$ cat src/hw/ssu_pkg.sv
// Package with offsets, field positions, reset values and types of the bank.
package ssu_pkg;

    // ****************************************
    // Register map
    // ****************************************
    localparam logic [11:0] SYS_ADDR = 12'h230;
    localparam logic [11:0] UPD_ADDR = 12'h232;
    localparam logic [11:0] SEG_BASE = 12'hA00;
    localparam logic [11:0] SEG_LAST = 12'hA16;
    localparam int SEG_COUNT = 23;

    // ****************************************
    // Field positions
    // ****************************************
    localparam int SYS_RUNT_DIS_BIT = 3;
    localparam int SYS_ALIGN_PD_BIT = 2;
    localparam int SYS_DREF_PD_BIT = 1;
    localparam int SYS_SOFT_ALIGN_BIT = 0;
    localparam int UPD_GO_BIT = 0;
    localparam int NUM_CHAN = 4;

    // ****************************************
    // Segment list encoding
    // ****************************************
    // Block entry: byte 0 = {0, count-1}, byte 1 = address high, byte 2 = low.
    localparam logic [7:0] OP_COMMIT = 8'h80;
    localparam logic [7:0] OP_END_OF_LIST = 8'hFF;

    // Default list walks every register block, then commits, then ends.
    localparam logic [8*SEG_COUNT-1:0] SEG_RESET = {
        8'h1F, 8'h00, 8'h00,
        8'h0F, 8'h00, 8'hA0,
        8'h0F, 8'h00, 8'hF0,
        8'h0F, 8'h01, 8'h40,
        8'h0F, 8'h01, 8'h90,
        8'h01, 8'h01, 8'hE0,
        8'h03, 8'h02, 8'h30,
        OP_COMMIT,
        OP_END_OF_LIST
    };

    localparam logic [7:0] SYS_RESET = 8'h00;

    typedef struct packed {
        logic runt_dis;
        logic align_pd;
        logic dref_pd;
        logic soft_align;
    } ssu_sys_s;

endpackage : ssu_pkg

$ cat src/hw/ssu_regs.sv
// System alignment, update and memory buffer segment register bank.
//
// Function
// - Bit 3 set disables runt-pulse suppression.
// - Bit 2 set powers down alignment circuitry.
// - Bit 1 set powers down distribution reference.
// - Soft alignment bit high holds selected outputs static.
// - Soft alignment falling edge triggers alignment event.
// - Soft bit polarity opposite to active-low pin.
// - Writing update bit copies buffers to active.
// - Copy happens on next clock edge.
// - Update bit clears itself after transfer.
// - Segments hold block start address and count.
// - Segments also hold commit and end opcodes.
// - Segment reset list transfers everything, then commits.
// - Channels ignoring alignment are unaffected by events.
module ssu_regs (
    input wire logic ref_clk_i,
    input wire logic rst_n_i,
    input wire logic ce_i,
    input wire logic wr_en_i,
    input wire logic rd_en_i,
    input wire logic [11:0] addr_i,
    input wire logic [7:0] wdata_i,
    output logic [7:0] rdata_o,
    output logic rvalid_o,
    output logic hit_o,
    input wire logic align_n_i,
    input wire logic mem_commit_i,
    input wire logic [ssu_pkg::NUM_CHAN-1:0] chan_ignore_i,
    output logic runt_supp_en_o,
    output logic align_pd_o,
    output logic dref_pd_o,
    output logic [ssu_pkg::NUM_CHAN-1:0] chan_hold_o,
    output logic [ssu_pkg::NUM_CHAN-1:0] chan_align_o,
    output logic update_o,
    output logic [8*ssu_pkg::SEG_COUNT-1:0] seg_list_o
);

    // ****************************************
    // Address decode
    // ****************************************
    function automatic logic is_seg(input logic [11:0] a);
        is_seg = (a >= ssu_pkg::SEG_BASE) && (a <= ssu_pkg::SEG_LAST);
    endfunction : is_seg

    function automatic logic [4:0] seg_idx(input logic [11:0] a);
        logic [11:0] d;
        d = a - ssu_pkg::SEG_BASE;
        seg_idx = d[4:0];
    endfunction : seg_idx

    logic wr_sys;
    logic wr_upd;
    logic wr_seg;
    logic hit;

    assign wr_sys = wr_en_i && (addr_i == ssu_pkg::SYS_ADDR);
    assign wr_upd = wr_en_i && (addr_i == ssu_pkg::UPD_ADDR);
    assign wr_seg = wr_en_i && is_seg(addr_i);
    assign hit = (addr_i == ssu_pkg::SYS_ADDR)
        || (addr_i == ssu_pkg::UPD_ADDR) || is_seg(addr_i);
    assign hit_o = hit;

    // ****************************************
    // Field packing
    // ****************************************
    function automatic ssu_pkg::ssu_sys_s to_sys(input logic [7:0] d);
        ssu_pkg::ssu_sys_s s;
        s.runt_dis = d[ssu_pkg::SYS_RUNT_DIS_BIT];
        s.align_pd = d[ssu_pkg::SYS_ALIGN_PD_BIT];
        s.dref_pd = d[ssu_pkg::SYS_DREF_PD_BIT];
        s.soft_align = d[ssu_pkg::SYS_SOFT_ALIGN_BIT];
        to_sys = s;
    endfunction : to_sys

    function automatic logic [7:0] from_sys(input ssu_pkg::ssu_sys_s s);
        logic [7:0] d;
        d = 8'h00;
        d[ssu_pkg::SYS_RUNT_DIS_BIT] = s.runt_dis;
        d[ssu_pkg::SYS_ALIGN_PD_BIT] = s.align_pd;
        d[ssu_pkg::SYS_DREF_PD_BIT] = s.dref_pd;
        d[ssu_pkg::SYS_SOFT_ALIGN_BIT] = s.soft_align;
        from_sys = d;
    endfunction : from_sys

    // Channels that ignore alignment are masked out of every hold and event.
    function automatic logic [ssu_pkg::NUM_CHAN-1:0] chan_mask(
        input logic en,
        input logic [ssu_pkg::NUM_CHAN-1:0] ignore
    );
        chan_mask = {ssu_pkg::NUM_CHAN{en}} & ~ignore;
    endfunction : chan_mask

    // ****************************************
    // Buffer and active system register
    // ****************************************
    // Two copies of the system register: the host writes the buffer, the
    // outputs follow the active copy.
    ssu_pkg::ssu_sys_s sys_buf_r;
    ssu_pkg::ssu_sys_s sys_act_r;
    ssu_pkg::ssu_sys_s sys_act_nxt;
    logic upd_r;
    logic upd_nxt;
    logic upd_set;
    logic copy;

    // A write only reaches the buffer; behaviour changes at the copy.
    always_ff @(posedge ref_clk_i) begin
        if (!rst_n_i) begin
            sys_buf_r <= to_sys(ssu_pkg::SYS_RESET);
        end else if (ce_i && wr_sys) begin
            sys_buf_r <= to_sys(wdata_i);
        end
    end

    // ****************************************
    // Update bit
    // ****************************************
    assign upd_set = wr_upd && wdata_i[ssu_pkg::UPD_GO_BIT];

    // The bit is set on the write edge and copies on the edge after, so
    // the copy lands on the next clock after it is set. A new set in the
    // copy cycle wins over the self-clear, so no request is lost.
    always_comb begin
        if (upd_set) begin
            upd_nxt = 1'b1;
        end else if (upd_r) begin
            upd_nxt = 1'b0;
        end else begin
            upd_nxt = upd_r;
        end
    end

    // With the clock enable low the pending copy waits, so a frozen bank
    // never loses an update.
    always_ff @(posedge ref_clk_i) begin
        if (!rst_n_i) begin
            upd_r <= 1'b0;
        end else if (ce_i) begin
            upd_r <= upd_nxt;
        end
    end

    // The memory controller's commit opcode copies the buffers as well.
    assign copy = upd_r || mem_commit_i;

    always_comb begin
        if (copy) begin
            sys_act_nxt = sys_buf_r;
        end else begin
            sys_act_nxt = sys_act_r;
        end
    end

    always_ff @(posedge ref_clk_i) begin
        if (!rst_n_i) begin
            sys_act_r <= to_sys(ssu_pkg::SYS_RESET);
        end else if (ce_i) begin
            sys_act_r <= sys_act_nxt;
        end
    end

    assign update_o = upd_r;

    // ****************************************
    // Power and runt controls
    // ****************************************
    logic runt_en_r;
    logic align_pd_r;
    logic dref_pd_r;

    always_ff @(posedge ref_clk_i) begin
        if (!rst_n_i) begin
            runt_en_r <= !ssu_pkg::SYS_RESET[ssu_pkg::SYS_RUNT_DIS_BIT];
            align_pd_r <= ssu_pkg::SYS_RESET[ssu_pkg::SYS_ALIGN_PD_BIT];
            dref_pd_r <= ssu_pkg::SYS_RESET[ssu_pkg::SYS_DREF_PD_BIT];
        end else if (ce_i) begin
            runt_en_r <= !sys_act_nxt.runt_dis;
            align_pd_r <= sys_act_nxt.align_pd;
            dref_pd_r <= sys_act_nxt.dref_pd;
        end
    end

    assign runt_supp_en_o = runt_en_r;
    assign align_pd_o = align_pd_r;
    assign dref_pd_o = dref_pd_r;

    // ****************************************
    // Alignment hold and event
    // ****************************************
    logic align_low_r;
    logic align_low_nxt;
    logic align_fall;
    logic [ssu_pkg::NUM_CHAN-1:0] hold_r;
    logic [ssu_pkg::NUM_CHAN-1:0] event_r;

    // Soft bit high acts as the pin pulled low, so both merge into one level.
    // A hold that ends through the pin and the soft bit at once still gives
    // a single event, since both feed that one level.
    assign align_low_nxt = !align_n_i || sys_act_nxt.soft_align;
    assign align_fall = align_low_r && !align_low_nxt;

    // Reset leaves the level released, matching the pin's idle high, so no
    // false event follows reset.
    always_ff @(posedge ref_clk_i) begin
        if (!rst_n_i) begin
            align_low_r <= 1'b0;
        end else if (ce_i) begin
            align_low_r <= align_low_nxt;
        end
    end

    // Hold is registered from the next level so it moves on the copy edge.
    always_ff @(posedge ref_clk_i) begin
        if (!rst_n_i) begin
            hold_r <= '0;
        end else if (ce_i) begin
            hold_r <= chan_mask(align_low_nxt, chan_ignore_i);
        end
    end

    // One-cycle event pulse; a frozen clock enable stretches it.
    always_ff @(posedge ref_clk_i) begin
        if (!rst_n_i) begin
            event_r <= '0;
        end else if (ce_i) begin
            event_r <= chan_mask(align_fall, chan_ignore_i);
        end
    end

    assign chan_hold_o = hold_r;
    assign chan_align_o = event_r;

    // ****************************************
    // Memory buffer segment bank
    // ****************************************
    logic [7:0] seg_r [0:ssu_pkg::SEG_COUNT-1];

    // Entry 0 sits in the top byte of the packed default list.
    function automatic logic [7:0] seg_default(input int i);
        seg_default = ssu_pkg::SEG_RESET[8*(ssu_pkg::SEG_COUNT-1-i) +: 8];
    endfunction : seg_default

    // The controller reads the list live, so segment writes need no update.
    // The decode bounds the index to the list, so it never runs past the
    // array.
    always_ff @(posedge ref_clk_i) begin
        if (!rst_n_i) begin
            for (int i = 0; i < ssu_pkg::SEG_COUNT; i++) begin
                seg_r[i] <= seg_default(i);
            end
        end else if (ce_i && wr_seg) begin
            seg_r[seg_idx(addr_i)] <= wdata_i;
        end
    end

    always_comb begin
        seg_list_o = '0;
        for (int i = 0; i < ssu_pkg::SEG_COUNT; i++) begin
            seg_list_o[8*(ssu_pkg::SEG_COUNT-1-i) +: 8] = seg_r[i];
        end
    end

    // ****************************************
    // Read path
    // ****************************************
    logic [7:0] rd_val;
    logic [7:0] rdata_r;
    logic rvalid_r;

    // Reads return the buffered copy, which is what the host last wrote.
    // Addresses outside the map read as zero and raise no valid flag.
    always_comb begin
        rd_val = 8'h00;
        if (addr_i == ssu_pkg::SYS_ADDR) begin
            rd_val = from_sys(sys_buf_r);
        end else if (addr_i == ssu_pkg::UPD_ADDR) begin
            rd_val[ssu_pkg::UPD_GO_BIT] = upd_r;
        end else if (is_seg(addr_i)) begin
            rd_val = seg_r[seg_idx(addr_i)];
        end
    end

    always_ff @(posedge ref_clk_i) begin
        if (!rst_n_i) begin
            rdata_r <= 8'h00;
        end else if (ce_i && rd_en_i) begin
            rdata_r <= rd_val;
        end
    end

    always_ff @(posedge ref_clk_i) begin
        if (!rst_n_i) begin
            rvalid_r <= 1'b0;
        end else if (ce_i) begin
            rvalid_r <= rd_en_i && hit;
        end
    end

    assign rdata_o = rdata_r;
    assign rvalid_o = rvalid_r;

endmodule : ssu_regs

$ cat config.mk
export PLATFORM = sky130hd
export DESIGN_NAME = ssu_regs
export DESIGN_NICKNAME = d
export VERILOG_FILES = /design/src/hw/ssu_pkg.sv /design/src/hw/ssu_regs.sv
export SDC_FILE = /design/constraint.sdc
export NUM_CORES = 1
export LEC_CHECK = 0
export ABC_AREA = 1
export BUFFER_PORTS_ARGS = -buffer_cell sky130_fd_sc_hd__buf_2
export CAP_MARGIN = 10
export CORE_ASPECT_RATIO = 0.5
export CORE_MARGIN = 1.5
export CORE_UTILIZATION = 35
export CTS_CLUSTER_SIZE = 16
export DETAILED_ROUTE_END_ITERATION = 10
export MAX_ROUTING_LAYER = met4
export PLACE_DENSITY_LB_ADDON = 0.25
export SLEW_MARGIN = 20
export SYNTH_ARGS = -nofsm -noshare
export SYNTH_HDL_FRONTEND = slang
export SYNTH_SLANG_ARGS = --single-unit
$ cat constraint.sdc
create_clock -name ref_clk_i -period 3.6 [get_ports ref_clk_i]
set_input_delay 1.08 -clock ref_clk_i [delete_from_list [all_inputs] [get_ports ref_clk_i]]
set_output_delay 1.08 -clock ref_clk_i [all_outputs]
set_load 0.005 [all_outputs]
==> flow_summary.toml, run 1 <==
[synth]
syn_area_per_cell_um2 = 10.54
synthDistinctLibCells = 30
synth.cell_area_um2 = 12060
yosysWarningCount = 0
syn_inst = 1144
ys_seq_area_share_pct = 68.42
ys_ff_latch = 284

[cts]
ctsLongestPathBuffers = 3
cts-buffers-inserted = 27
postCtsSetupBuffers = 0
worstSkewPairLatency_ns = 0.56
ctsResizeCount = 0
root_buffer = "clkbuf_16"
tritoncts = "yes"
htreeDepth = 1
path_clk_slew_ns = 0.06
postCtsHoldBufs = 0
cts_sinks = 284

[sta]
rsz0062_at_grt = "no"
slew_headroom_pct = 49.91
fin_skew_ns = 0.009132
final-hold-violation-count = 0
period_share_pct = 91.16
tightest_slew_ns = 0.7506
period_needed_ns = 3.282
setup-violations-final = 0
slew_viol_final = 0
fmax_mhz = 304.7
timing.setup.tns_ns = 0
timing.final.ws_setup_ns = 0.3182

[floorplan]
ios = 237
coreArea_um2 = 33460
die_h_um = 134.2
die_w_um = 265.5
initial_core_util_pct = 36.03
die_area_um2 = 35630
rows = 47

[power]
finalPower_mw = 7.541
ir_drop_uv = 298.8
leakagePower_nw = 6.414
power.density_nw_per_um2 = 494.7

[final_layout]
syn_to_final_growth_pct = 26.45
design_area_um2 = 15240
nNetsFinal = 1510
mostFrequentLayoutCells = "nand2_1 (269), edfxtp_1 (256), nor2_1 (244)"
drive_above_1_share_pct = 24.06
fin_util_pct = 45.56
final_common_cell = "nand2_1"
diodes = 0

[grt]
overflow = 0
met3_usage_pct = 4.516
met2_usage_pct = 40.66
grt_pass1_vias = 9708
use_met1_pct = 31.41
grt_max_degree = 52
grt.busiest_layer = "met2"
grt_use_total_pct = 24.71
grt_antenna_before_repair = 0
grt_pass1_wl_mm = 62.86

[routing]
detail-route-antenna-nets = 0
via_count = 9997
drtIter0Drc = 1089
first_pass_iters = 5
wirelength_mm = 43.35
viasPerCell = 5.161
route.detailed.drc = 0
wl_per_cell_um = 22.38

[setup_path]
crit_required_ns = 2.52
worst_r2r_endpoint = "rdata_o[4]"
r2r_slack_ns = 2.01
crit_type = "in -> out"
cp_top_family = "simple AND/OR/NAND/NOR gates"
critPathLaunchType = "input port"
cp-end-kind = "output pin"
max_stage_delay_ns = 0.34
critical_path_arrival_ns = 2.20
r2r_cells = 6
critPathSlowestCell = "nor3_1"
path_cells = "buf_2 -> or2_1 -> nor2_1 -> nand2_1 -> nor3_1 -> nor2_1 -> nand2_1 -> buf_2"
cp_max_fo = 3
cp_num_buf_inv = 2
r2r_start = "seg_r[3][4]"

[flow_run]
max-cap-violations = 0

[min_path]
holdPathStages = 2
hp-class = "reg -> reg"
hp-start = "rvalid_o"
hold_end = "rvalid_o"

[run_status]
status = "finished, final reports clean"

[placed_design]
placed_area_um2 = 14340
dp.final_hpwl_mm = 31.73
portBuffers = 236
place_congestion = 0.9587
place_ws_ns = 0.3061
metal layers:
layer | share of wire, % | wire length (µm) | vias to the layer above
li1 | - | - | 4490
met1 | 41 | 17630 | 4964
met2 | 49 | 21100 | 468
met3 | 7.8 | 3370 | 75
met4 | 2.9 | 1258 | 0
met5 | 0 | 0 | -
flip-flops by register name, summed over array words and instances, names as in the netlist:
register	cells
runt_supp_en_o	1
rvalid_o	1
chan_align_o	4
sys_buf_r	4
update_o	1
align_pd_o	1
seg_r	256
chan_hold_o	4
dref_pd_o	1
sys_act_r	2
align_low_r	1
rdata_o	8
through the flow:
step / hold slack [ns] / instances
6_report: 0.4668 / 1937
5_1_grt: 0.4853 / 1937
4_1_cts: 0.4675 / 1937
3_5_place_dp: 0.4577 / 1891
3_3_place_gp: 0.4534 / 1891
2_1_floorplan: 0.4397 / 1215
cell families after synthesis:
group | after synthesis | share of synthesized area, %
and+or+nand+nor | 558 | 18.57
AOI/OAI and AO/OA | 168 | 8.791
buffers and inverters | 133 | 4.193
DFF | 284 | 68.42
other | 1 | 0.03111
worst max-delay path by stage:
stage,from,endpoint,slack (ns),depth (start not counted)
after global routing,addr_i[7],hit_o,0.19,8
after floorplan,addr_i[0],hit_o,0.31,7
after detailed placement,addr_i[3],seg_r[14][0],0.31,12
final,addr_i[7],hit_o,0.32,8
after global placement,addr_i[7],hit_o,0.37,8
after CTS,addr_i[7],hit_o,0.34,8
report_power, final:
group	leakage [nW]	internal, mW	total, mW	switching (mW)
clock network	0.434	1.73	2.99	1.25
registers	2.71	3.78	3.89	0.112
logic	3.27	0.214	0.664	0.450
worst register-to-register path, stage by stage, from the launching register on:
cell	delay [ns]
edfxtp_1	0.36
o22ai_1	0.11
o21ai_0	0.35
nand2_1	0.09
nor2_1	0.30
nand3_1	0.17
a21oi_1	0.15
layout make-up:
cell class,count,area (µm²)
fill,3151,18220
sequential,284,8248
multi-input combinational,798,3573
timing repair buffer,287,1664
clock buffer,31,690.7
tap,441,551.8
inverter,81,304.0
clock inverter,15,211.5
cells in the mapped netlist (all sizes together):
cell	instances	area, µm²
nand2	271	1017
nand3	20	112.6
edfxtp	256	7687
inv	79	296.5
o22a	22	192.7
o22ai	52	325.3
buf	8	36.28
nor3	6	50.05
o21bai	3	22.52
o21ai	44	220.2
or2	1	6.260
nor2	257	1032
a211oi	2	15.01
a21oi	27	146.4
conb	1	3.750
dfxtp	28	560.5
o211a	1	10.01
nand4	2	12.51
o211ai	1	7.510
nand3b	1	7.510
clkinv	2	7.510
clkbuf	44	165.2
a22oi	16	120.1
Note: power is estimated with default switching activity, not from simulation.
==> run 2: changes to the inputs <==
--- a/config.mk
+++ b/config.mk
@@ -11,6 +11,7 @@
 export CORE_ASPECT_RATIO = 0.5
 export CORE_MARGIN = 1.5
 export CORE_UTILIZATION = 35
+export CTS_BUF_LIST = sky130_fd_sc_hd__clkbuf_8 sky130_fd_sc_hd__clkbuf_16
 export CTS_CLUSTER_SIZE = 16
 export DETAILED_ROUTE_END_ITERATION = 10
 export MAX_ROUTING_LAYER = met4
==> flow_summary.toml, run 2 (synthesized netlist as in run 1, its figures left out) <==
[cts]
ctsResizeCount = 0
root_buffer = "clkbuf_16"
cts-buffers-inserted = 27
postCtsSetupBuffers = 0
cts_sinks = 284
htreeDepth = 1
tritoncts = "yes"
path_clk_slew_ns = 0.06
worstSkewPairLatency_ns = 0.56
ctsLongestPathBuffers = 3
postCtsHoldBufs = 0

[grt]
overflow = 0
grt_max_degree = 52
grt_antenna_before_repair = 0
grt_use_total_pct = 24.71
grt_pass1_wl_mm = 62.86
grt_pass1_vias = 9708

[run_status]
status = "finished, final reports clean"

[setup_path]
path_cells = "buf_2 -> or2_1 -> nor2_1 -> nand2_1 -> nor3_1 -> nor2_1 -> nand2_1 -> buf_2"
cp_max_fo = 3
critical_path_arrival_ns = 2.20
crit_start = "addr_i[7]"
critPathLaunchType = "input port"
max_stage_delay_ns = 0.33
r2r_start = "seg_r[3][4]"
critPathSlowestCell = "nor3_1"
cp-end-kind = "output pin"
crit_type = "in -> out"
crit_required_ns = 2.52

[floorplan]
die_h_um = 134.2
die_w_um = 265.5
rows = 47
coreArea_um2 = 33460
die_area_um2 = 35630
ios = 237
initial_core_util_pct = 36.03

[final_layout]
final_common_cell = "nand2_1"
design_area_um2 = 15240
syn_to_final_growth_pct = 26.45
largest_reg_flops = 256
diodes = 0
regMostFlops = "seg_r"
mostFrequentLayoutCells = "nand2_1 (269), edfxtp_1 (256), nor2_1 (244)"
fill_cells = 3151
drive_above_1_share_pct = 24.06
nNetsFinal = 1510

[routing]
route.detailed.drc = 0
first_pass_iters = 5
wirelength_mm = 43.38
wl_per_cell_um = 22.39
drtIter0Drc = 1091
viasPerCell = 5.161
via_count = 9996
detail-route-antenna-nets = 0

[power]
finalPower_mw = 7.532
ir_drop_uv = 299.0
leakagePower_nw = 6.431
power.density_nw_per_um2 = 494.1

[placed_design]
place_ws_ns = 0.3061
portBuffers = 236
place_congestion = 0.9587
dp.final_hpwl_mm = 31.73
placed_area_um2 = 14340

[sta]
slew_headroom_pct = 49.77
fmax_mhz = 304.9
timing.setup.tns_ns = 0
tightest_slew_ns = 0.7526
period_needed_ns = 3.280
timing.final.ws_setup_ns = 0.3200
final-hold-violation-count = 0
fin_skew_ns = 0.008721
rsz0062_at_grt = "no"
setup-violations-final = 0
slew_viol_final = 0
period_share_pct = 91.11

[min_path]
hp-start = "rvalid_o"
hp-class = "reg -> reg"

[flow_run]
max-cap-violations = 0
==> run 2: changes by cell type in the layout (fill, tap and decap cells not counted) <==
cell / previous run / this run
clkbuf_1: 4 / 0
inv_1: 64 / 68
==> run 2: power by group <==
part	leakage, nW	internal, mW	switching [mW]
logic	3.27	0.214	0.451
clock network	0.450	1.72	1.25
registers	2.71	3.78	0.112
total	6.43	5.71	1.82
==> run 2: metrics by stage <==
| stage | utilization [%] | hold slack (ns) | std cells |
|---|---|---|---|
| after floorplan | - | 0.4397 | 1215 |
| after global placement | 42.86 | 0.4534 | 1891 |
| after detailed placement | 42.86 | 0.4577 | 1891 |
| after CTS | 45.56 | 0.4675 | 1937 |
| after global routing | 45.56 | 0.4853 | 1937 |
| final | 45.56 | 0.4668 | 1937 |
==> run 2: layout make-up <==
| type | count | area (µm²) | area share, % |
|---|---|---|---|
| flip-flops and latches | 284 | 8248 | 54.11 |
| multi-input cells | 798 | 3573 | 23.44 |
| repair buffers | 287 | 1664 | 10.92 |
| clock buffers | 27 | 675.6 | 4.432 |
| well taps | 441 | 551.8 | 3.620 |
| inverters | 81 | 304.0 | 1.995 |
| clock inverters | 19 | 226.5 | 1.486 |
==> run 2: worst max-delay path, delay by kind of cell <==
kind / cells / cell delay (ns)
buffers and inverters: 2 / 0.21
AND/OR/NAND/NOR: 6 / 0.90
==> run 2: path summary, 6_finish.rpt <==
kind                              endpoint  slack, ns  cells past startpoint
worst max register to register  rdata_o[4]       2.02                      6
worst min-delay path              rvalid_o       0.47                      2
worst min register to register    rvalid_o       0.47                      2
worst max-delay path                 hit_o       0.32                      8
==> run 2: layer usage <==
metal,track usage (%),vias up,routed length [µm]
met5,-,-,0
met4,7.016,0,1236
met3,4.516,79,3452
met2,40.66,469,21130
met1,31.41,4958,17560
li1,-,4490,-
